File: src/hdl/motion_io_pkg.sv
// constants, types and helpers shared by the motion i/o selection logic
`default_nettype none
package motion_io_pkg;

    // ----------------------------------------
    // widths and counts
    // ----------------------------------------
    localparam int NUM_CH = 8;
    localparam int OP_W = 8;
    localparam int POS_W = 32;
    localparam int SEL_W = 5;
    localparam int CH_W = 3;
    localparam int WIN_W = 34;

    // ----------------------------------------
    // setting selectors on the parameter write port
    // ----------------------------------------
    localparam logic [SEL_W-1:0] SEL_MULTI_AREA_OUT = 5'h00;
    localparam logic [SEL_W-1:0] SEL_DSEL0 = 5'h01;
    localparam logic [SEL_W-1:0] SEL_DEND0 = 5'h09;
    localparam logic [SEL_W-1:0] SEL_ZONE_POS = 5'h11;
    localparam logic [SEL_W-1:0] SEL_ZONE_NEG = 5'h12;
    localparam logic [SEL_W-1:0] SEL_ZONE_MODE = 5'h13;
    localparam logic [SEL_W-1:0] SEL_ZONE_BASIS = 5'h14;

    // ----------------------------------------
    // field layouts and reset values
    // ----------------------------------------
    localparam int MULTI_AREA_OUT_SRC_BIT = 0;
    localparam int MULTI_AREA_OUT_OFF_BIT = 1;
    localparam logic [1:0] MULTI_AREA_OUT_RESET = 2'h0;
    localparam logic [POS_W-1:0] ZONE_SET_RESET = 32'h0;
    localparam logic ZONE_MODE_ABS = 1'b0;
    localparam logic ZONE_MODE_REL = 1'b1;
    localparam logic BASIS_FEEDBACK = 1'b0;
    localparam logic BASIS_COMMAND = 1'b1;

    typedef enum logic [1:0] {OP_IDLE, OP_RUN, OP_DONE} op_state_t;

    // ----------------------------------------
    // helpers
    // ----------------------------------------
    function automatic logic signed [WIN_W-1:0] ext(input logic [POS_W-1:0] v);
        return signed'({{(WIN_W-POS_W){v[POS_W-1]}}, v});
    endfunction

    // window test with bounds taken in either order
    function automatic logic in_window(input logic signed [WIN_W-1:0] pos,
                                       input logic signed [WIN_W-1:0] a,
                                       input logic signed [WIN_W-1:0] b);
        logic signed [WIN_W-1:0] lo;
        logic signed [WIN_W-1:0] hi;
        lo = (a < b) ? a : b;
        hi = (a < b) ? b : a;
        return (pos >= lo) && (pos <= hi);
    endfunction

endpackage
`default_nettype wire

File: src/hdl/zone_cfg_if.sv
// positions and zone settings passed from the selector to the zone comparator
`timescale 1ns/1ps
`default_nettype none
interface zone_cfg_if;
    logic [31:0] feedback_pos;
    logic [31:0] command_pos;
    logic [31:0] target_pos;
    logic [31:0] pos_set;
    logic [31:0] neg_set;
    logic range_mode;
    logic basis;

    modport src (output feedback_pos, command_pos, target_pos, pos_set, neg_set,
                 range_mode, basis);
    modport dst (input feedback_pos, command_pos, target_pos, pos_set, neg_set,
                 range_mode, basis);
endinterface
`default_nettype wire

File: src/hdl/zone_window.sv
// zone comparator for the first zone output
`timescale 1ns/1ps
`default_nettype none
module zone_window
    import motion_io_pkg::*;
(
    input wire logic clock,
    input wire logic rst,
    zone_cfg_if.dst cfg,
    output logic zone_out
);

    // ----------------------------------------
    // window bounds
    // ----------------------------------------
    wire logic signed [WIN_W-1:0] pos_sel;
    wire logic signed [WIN_W-1:0] center;
    wire logic signed [WIN_W-1:0] bound_a;
    wire logic signed [WIN_W-1:0] bound_b;
    wire logic hit;

    assign pos_sel = (cfg.basis == BASIS_COMMAND) ? ext(cfg.command_pos)
                                                  : ext(cfg.feedback_pos);
    // relative mode: offset from target, then width either side
    assign center = WIN_W'(ext(cfg.target_pos) + ext(cfg.pos_set));
    assign bound_a = (cfg.range_mode == ZONE_MODE_REL) ? WIN_W'(center - ext(cfg.neg_set))
                                                       : ext(cfg.pos_set);
    assign bound_b = (cfg.range_mode == ZONE_MODE_REL) ? WIN_W'(center + ext(cfg.neg_set))
                                                       : ext(cfg.neg_set);
    assign hit = in_window(pos_sel, bound_a, bound_b);

    always_ff @(posedge clock) begin
        if (rst) begin
            zone_out <= 1'b0;
        end else begin
            zone_out <= hit;
        end
    end
endmodule // zone_window
`default_nettype wire

File: src/hdl/motion_io_select.sv
// motion i/o selection: area output, direct-select starts, completion outputs, zone 0
`timescale 1ns/1ps
`default_nettype none
module motion_io_select
    import motion_io_pkg::*;
#(
    parameter int CHANNELS = NUM_CH
) (
    input wire logic clock,
    input wire logic rst,
    input wire logic param_wr,
    input wire logic [SEL_W-1:0] param_sel,
    input wire logic [POS_W-1:0] param_data,
    output logic param_err,
    output logic [1:0] multi_area_out_source,
    input wire logic [CHANNELS-1:0] direct_select_in,
    output logic start_req,
    output logic [OP_W-1:0] start_op,
    input wire logic op_complete,
    input wire logic [OP_W-1:0] op_complete_num,
    input wire logic [POS_W-1:0] feedback_pos,
    input wire logic [POS_W-1:0] command_pos,
    input wire logic [POS_W-1:0] target_pos,
    input wire logic [POS_W-1:0] multi_area_out_low,
    input wire logic [POS_W-1:0] multi_area_out_high,
    output logic multi_area_out,
    output logic [CHANNELS-1:0] op_done_out,
    output logic zone_out0
);

    // ----------------------------------------
    // setting storage
    // ----------------------------------------
    logic [1:0] multi_area_out_src;
    logic [OP_W-1:0] dsel_op [CHANNELS];
    logic [OP_W-1:0] dend_op [CHANNELS];
    logic [POS_W-1:0] zone_pos;
    logic [POS_W-1:0] zone_neg;
    logic zone_mode;
    logic zone_basis;
    logic [CHANNELS-1:0] dsel_prev;
    logic [CH_W-1:0] first_ch;
    op_state_t op_state;
    op_state_t next_op_state;

    function automatic logic hit_ch(input logic [SEL_W-1:0] sel,
                                    input logic [SEL_W-1:0] base, input int n);
        return sel == SEL_W'(int'(base) + n);
    endfunction

    // ----------------------------------------
    // write decode
    // ----------------------------------------
    wire logic byte_ok;
    wire logic mode2_ok;
    wire logic bit_ok;
    wire logic wr_multi_area_out;
    wire logic wr_zone_pos;
    wire logic wr_zone_neg;
    wire logic wr_zone_mode;
    wire logic wr_zone_basis;
    wire logic [CHANNELS-1:0] wr_dsel;
    wire logic [CHANNELS-1:0] wr_dend;
    wire logic bad_write;

    assign byte_ok = (param_data[POS_W-1:OP_W] == '0);
    assign mode2_ok = (param_data[POS_W-1:2] == '0);
    assign bit_ok = (param_data[POS_W-1:1] == '0);
    assign wr_multi_area_out = param_wr && param_sel == SEL_MULTI_AREA_OUT && mode2_ok;
    assign wr_zone_pos = param_wr && param_sel == SEL_ZONE_POS;
    assign wr_zone_neg = param_wr && param_sel == SEL_ZONE_NEG;
    assign wr_zone_mode = param_wr && param_sel == SEL_ZONE_MODE && bit_ok;
    assign wr_zone_basis = param_wr && param_sel == SEL_ZONE_BASIS && bit_ok;

    genvar g;
    generate
        for (g = 0; g < CHANNELS; g++) begin : g_wr
            assign wr_dsel[g] = param_wr && hit_ch(param_sel, SEL_DSEL0, g) && byte_ok;
            assign wr_dend[g] = param_wr && hit_ch(param_sel, SEL_DEND0, g) && byte_ok;
        end
    endgenerate

    // refused values and unknown selectors leave every setting unchanged
    assign bad_write = param_wr && !(wr_multi_area_out || wr_zone_pos || wr_zone_neg
                                     || wr_zone_mode || wr_zone_basis
                                     || (|wr_dsel) || (|wr_dend));

    always_ff @(posedge clock) begin
        if (rst) begin
            multi_area_out_src <= MULTI_AREA_OUT_RESET;
            zone_pos <= ZONE_SET_RESET;
            zone_neg <= ZONE_SET_RESET;
            zone_mode <= ZONE_MODE_ABS;
            zone_basis <= BASIS_FEEDBACK;
            param_err <= 1'b0;
        end else begin
            if (wr_multi_area_out) multi_area_out_src <= param_data[1:0];
            if (wr_zone_pos) zone_pos <= param_data;
            if (wr_zone_neg) zone_neg <= param_data;
            if (wr_zone_mode) zone_mode <= param_data[0];
            if (wr_zone_basis) zone_basis <= param_data[0];
            param_err <= bad_write;
        end
    end

    generate
        for (g = 0; g < CHANNELS; g++) begin : g_map
            always_ff @(posedge clock) begin
                if (rst) begin
                    dsel_op[g] <= OP_W'(g);
                    dend_op[g] <= OP_W'(g);
                end else begin
                    if (wr_dsel[g]) dsel_op[g] <= param_data[OP_W-1:0];
                    if (wr_dend[g]) dend_op[g] <= param_data[OP_W-1:0];
                end
            end
        end
    endgenerate

    assign multi_area_out_source = multi_area_out_src;

    // ----------------------------------------
    // direct-select starts
    // ----------------------------------------
    wire logic [CHANNELS-1:0] dsel_rise;
    assign dsel_rise = direct_select_in & ~dsel_prev;

    // lowest input wins when several rise together
    always_comb begin
        first_ch = '0;
        for (int i = CHANNELS - 1; i >= 0; i--) begin
            if (dsel_rise[i]) first_ch = CH_W'(i);
        end
    end

    always_ff @(posedge clock) begin
        if (rst) begin
            dsel_prev <= '0;
            start_req <= 1'b0;
            start_op <= '0;
        end else begin
            dsel_prev <= direct_select_in;
            start_req <= |dsel_rise;
            if (|dsel_rise) start_op <= dsel_op[first_ch];
        end
    end

    // ----------------------------------------
    // operation progress
    // ----------------------------------------
    always_comb begin
        case (op_state)
            OP_IDLE: next_op_state = start_req ? OP_RUN : OP_IDLE;
            OP_RUN: next_op_state = op_complete ? OP_DONE : OP_RUN;
            OP_DONE: next_op_state = start_req ? OP_RUN : OP_DONE;
            default: next_op_state = OP_IDLE;
        endcase
    end

    always_ff @(posedge clock) begin
        if (rst) begin
            op_state <= OP_IDLE;
        end else begin
            op_state <= next_op_state;
        end
    end

    // ----------------------------------------
    // completion outputs
    // ----------------------------------------
    generate
        for (g = 0; g < CHANNELS; g++) begin : g_done
            wire logic done_set;
            assign done_set = op_complete && op_complete_num == dend_op[g];
            // a completion in the start cycle is kept
            always_ff @(posedge clock) begin
                if (rst) begin
                    op_done_out[g] <= 1'b0;
                end else begin
                    op_done_out[g] <= done_set || (op_done_out[g] && !start_req);
                end
            end
        end
    endgenerate

    // ----------------------------------------
    // multi-area output
    // ----------------------------------------
    wire logic signed [WIN_W-1:0] multi_area_out_pos;
    wire logic multi_area_out_hit;
    wire logic multi_area_out_blocked;

    assign multi_area_out_pos = multi_area_out_src[MULTI_AREA_OUT_SRC_BIT] ? ext(command_pos) : ext(feedback_pos);
    assign multi_area_out_hit = in_window(multi_area_out_pos, ext(multi_area_out_low), ext(multi_area_out_high));
    assign multi_area_out_blocked = multi_area_out_src[MULTI_AREA_OUT_OFF_BIT] && op_state == OP_DONE;

    always_ff @(posedge clock) begin
        if (rst) begin
            multi_area_out <= 1'b0;
        end else begin
            multi_area_out <= multi_area_out_hit && !multi_area_out_blocked;
        end
    end

    // ----------------------------------------
    // zone 0
    // ----------------------------------------
    zone_cfg_if zone_cfg ();

    assign zone_cfg.feedback_pos = feedback_pos;
    assign zone_cfg.command_pos = command_pos;
    assign zone_cfg.target_pos = target_pos;
    assign zone_cfg.pos_set = zone_pos;
    assign zone_cfg.neg_set = zone_neg;
    assign zone_cfg.range_mode = zone_mode;
    assign zone_cfg.basis = zone_basis;

    zone_window u_zone (
        .clock(clock),
        .rst(rst),
        .cfg(zone_cfg.dst),
        .zone_out(zone_out0)
    );
endmodule // motion_io_select
`default_nettype wire

File: config.mk
export PLATFORM = sky130hd
export DESIGN_NAME = motion_io_select
export DESIGN_NICKNAME = d
export VERILOG_FILES = /design/src/hdl/motion_io_pkg.sv /design/src/hdl/zone_cfg_if.sv /design/src/hdl/zone_window.sv /design/src/hdl/motion_io_select.sv
export SDC_FILE = /design/constraint.sdc
export NUM_CORES = 1
export LEC_CHECK = 0
export ABC_AREA = 1
export ABC_CLOCK_PERIOD_IN_PS = 17640
export BUFFER_PORTS_ARGS = -buffer_cell sky130_fd_sc_hd__clkbuf_2
export CAP_MARGIN = 5
export CORE_MARGIN = 3
export CORE_UTILIZATION = 35
export DETAILED_ROUTE_END_ITERATION = 7
export PLACE_DENSITY = 0.6
export RECOVER_POWER = 50
export SYNTH_ARGS = -nofsm -noshare
export SYNTH_HDL_FRONTEND = slang
export SYNTH_SLANG_ARGS = --single-unit
File: constraint.sdc
create_clock -name clock -period 17.64 [get_ports clock]
set_input_delay 1.764 -clock clock [delete_from_list [all_inputs] [get_ports clock]]
set_output_delay 1.764 -clock clock [all_outputs]
set_load 0.05 [all_outputs]
==> metrics.md <==
| Metric | Value |
|---|---|
| PD cells | `71.5 mW/mm^2` |
| Final setup fails | `0` |
| Post-layout minimum cycle time | `10000 ps` |
| CP startpoint kind | `input port` |
| Register area share after synthesis | `0.252` |
| First-pass GRT wire length | `120 mm` |
| Commonest cells in the synthesized netlist | `nand2_1 (711), inv_1 (376), nor2_1 (364), o21ai_0 (293), ha_1 (291)` |
| CP Data Required Time | `18020 ps` |
| Fmax | `100 MHz` |
| Ys flop type | `edfxtp_1` |
| Mapped cell area | `0.0230 mm^2` |
| Leak | `0.0119 uW` |
| Worst hold path depth | `2` |
| PortBufs | `238` |
| Die H | `263 um` |
| GRT Total Usage | `0.216` |
| Vias in the first global route | `21000` |
| Synth Net Count | `3894` |
| Cell taking the most area after synthesis | `edfxtp_1` |
| Die width | `263 um` |
| Initial detailed-routing violation count | `2285` |
| Worst VDD drop | `0.0747 mV` |
| Share of cells above drive strength 1 | `0.103` |
| Number of flops mapped to enable cells by yosys | `128` |
| Final period util | `0.567` |
| Warnings, synthesis | `0` |
| Hold Path Class | `reg2reg` |
| Clock slew at reported path FFs | `80 ps` |
| Core Area | `0.0648 mm^2` |
| Starting density of the core | `0.355` |
| Vias | `23189` |
| CTS Buf Count | `25` |
| Drt total wl | `78.3 mm` |
| Remaining global-route overflow | `0` |
| Setup slack after layout | `7640 ps` |
| Max_slew headroom | `-1.52` |
| Worst r2r path cells | `42` |
| Antenna Cells | `0` |
| GR Util met2 | `0.332` |
| RSZ-0062 raised after global routing | `false` |
| Root Driver | `clkbuf_16` |
| Clk sinks | `226` |
| WP data arrival | `10380 ps` |
| CP max stage cell | `a2111oi_0` |
| CP max stage delay | `570 ps` |
| Buffers & Inverters on Critical Path | `5` |
| Synth async-reset ratio | `0` |
| Clock latency on the worst-skew pair | `570 ps` |
| M3 GR Usage | `0.0257` |
| # IOs | `239` |
| Most Crowded Layer GR | `met2` |
| H-tree depth | `1` |
| Post-synth top area share | `0.167` |
| Die Area | `0.0689 mm^2` |
| Syn avg cell area | `6.81 um^2` |
| Worst path depth | `43` |
| Unique masters post-synth | `60` |
| Cell with the most instances after synthesis | `nand2_1` |
| CTS tree | `yes` |
| P&R area growth vs syn | `10.5%` |
| CTS Hold Buffers Added | `0` |
| Max_cap viols | `2` |
| Routed Antenna Nets | `0` |
| CP Capture Type | `register` |
| Post-DR vias/cell | `5.28` |
| Yosys reg bits | `226` |
| Failing checks | `capacitance limit, slew limit` |
| Clock Path Buffers | `3` |
| Layout Nets | `4029` |
| CP delay by family, top | `compound AO/OA/AOI/OAI gates` |
| Crit Path Category | `in2reg` |
| Final Skew | `27.4 ps` |
| Pre-CTS setup slack | `7230 ps` |
| Final GP Congestion | `0.950` |
| Placed wire-length estimate | `62.4 mm` |
| Most frequent CP cell | `nand2_1` |
| DR DRC count | `0` |
| Worst-path fanout max | `48` |
| Leading post-synthesis cells by cell area | `edfxtp_1 (17%), ha_1 (16%), nand2_1 (12%)` |
| # rows | `93` |
| GR Util met1 | `0.321` |
| Outcome | `finished with violations` |
| Cells after Synth | `3383` |
| Post-CTS sizing | `0` |
| Initial antenna violation count | `0` |
| First-pass DRT Iterations | `6` |
| # Post-CTS Setup Buffers | `0` |
| Actual slew at the worst max-slew pin | `3780 ps` |
| Hold Vio Cnt, Final | `0` |
| DR WL/cell | `17.8 um` |
| Max-slew violation count | `129` |
| Sum Neg Setup Slack | `0 ps` |
| Largest net degree at the start of global routing | `91` |
[worst register-to-register path, delay by kind of cell, from the launching register on]
kind | cells | cell delay [ps]
AO/OA/AOI/OAI | 14 | 3680
AND/OR/NAND/NOR | 18 | 2360
adder cells (fa/ha/maj) | 4 | 1490
buffers and inverters | 4 | 670
flip-flops | 1 | 420
XOR/XNOR | 2 | 260
[per-stage QoR]
stage           util  area, um^2  hold slack, ps  instances  total power, uW
2_1_floorplan      -       23000             437       3383             1110
6_report       0.393       25400             465       4391             1820
4_1_cts        0.393       25500             468       4390             1830
3_5_place_dp   0.380       24600             457       4345             1270
3_3_place_gp   0.380       24600             454       4345             1260
5_1_grt        0.393       25400             496       4391             1940
[where the power goes]
| part | switching [uW] | leakage, uW | total [uW] | internal, uW |
|---|---|---|---|---|
| Combinational | 438 | 0.00942 | 679 | 241 |
| Clock | 236 | 0.000406 | 553 | 316 |
| Sequential | 10.9 | 0.00203 | 588 | 577 |
| Total | 685 | 0.0119 | 1820 | 1130 |
[placed cells by master (no fill, tap or decap), drive strengths merged, types with 9 or more instances in the layout]
master	synthesis	final
a211oi	23	23
a21boi	9	9
a21oi	295	295
a31oi	17	17
buf	65	14
clkbuf	82	271
clkinv	5	11
dfxtp	98	98
edfxtp	128	128
ha	291	291
inv	396	400
nand2	739	739
nand3	242	242
nand4	40	40
nor2	377	377
nor3	46	46
nor4	16	16
o2111ai	10	10
o21a	10	10
o21ai	295	295
o21bai	16	16
o221ai	13	13
o22ai	15	15
or2	15	15
xnor2	21	21
xor2	72	72
[final cells by class]
cell class	instances	area (um^2)
Clock buffer	30	664
Tap cell	855	1070
Sequential cell	226	5810
Timing Repair Buffer	255	1280
Inverter	401	1510
Multi-Input combinational cell	2609	14900
Fill cell	6885	39400
Clock inverter	15	180
[registers in the layout, indices dropped and copies added, names as in the netlist]
| register | count |
|---|---|
| dsel_op | 64 |
| dend_op | 64 |
| zone_cfg.neg_set | 32 |
| zone_cfg.range_mode | 1 |
| zone_basis | 1 |
| multi_area_out | 1 |
| start_op | 8 |
| param_err | 1 |
| dsel_prev | 8 |
| u_zone.zone_out | 1 |
| op_state | 2 |
| start_req | 1 |
| op_done_out | 8 |
| zone_cfg.pos_set | 32 |
| multi_area_out_source | 2 |
[path summary, 6_finish.rpt]
path / startpoint / endpoint / slack, ps
max reg2reg: zone_cfg.pos_set[2] / u_zone.zone_out / 8580
min reg2reg: op_done_out[6] / op_done_out[6] / 460
max: target_pos[2] / u_zone.zone_out / 7640
min: op_done_out[6] / op_done_out[6] / 460
[logic make-up after synthesis]
| family | synth area share |
|---|---|
| adder cells (fa/ha/maj) | 0.161 |
| XOR/XNOR | 0.0354 |
| buffers and inverters | 0.0999 |
| AND/OR/NAND/NOR | 0.272 |
| flip-flops | 0.252 |
| AO/OA/AOI/OAI | 0.180 |
[per-layer routing]
metal / vias up / part of all wire
li1: 11652 / -
met1: 10618 / 0.48
met2: 830 / 0.42
met3: 89 / 0.073
met4: 0 / 0.023
met5: - / 0
Note: power is estimated with default switching activity, not from simulation.
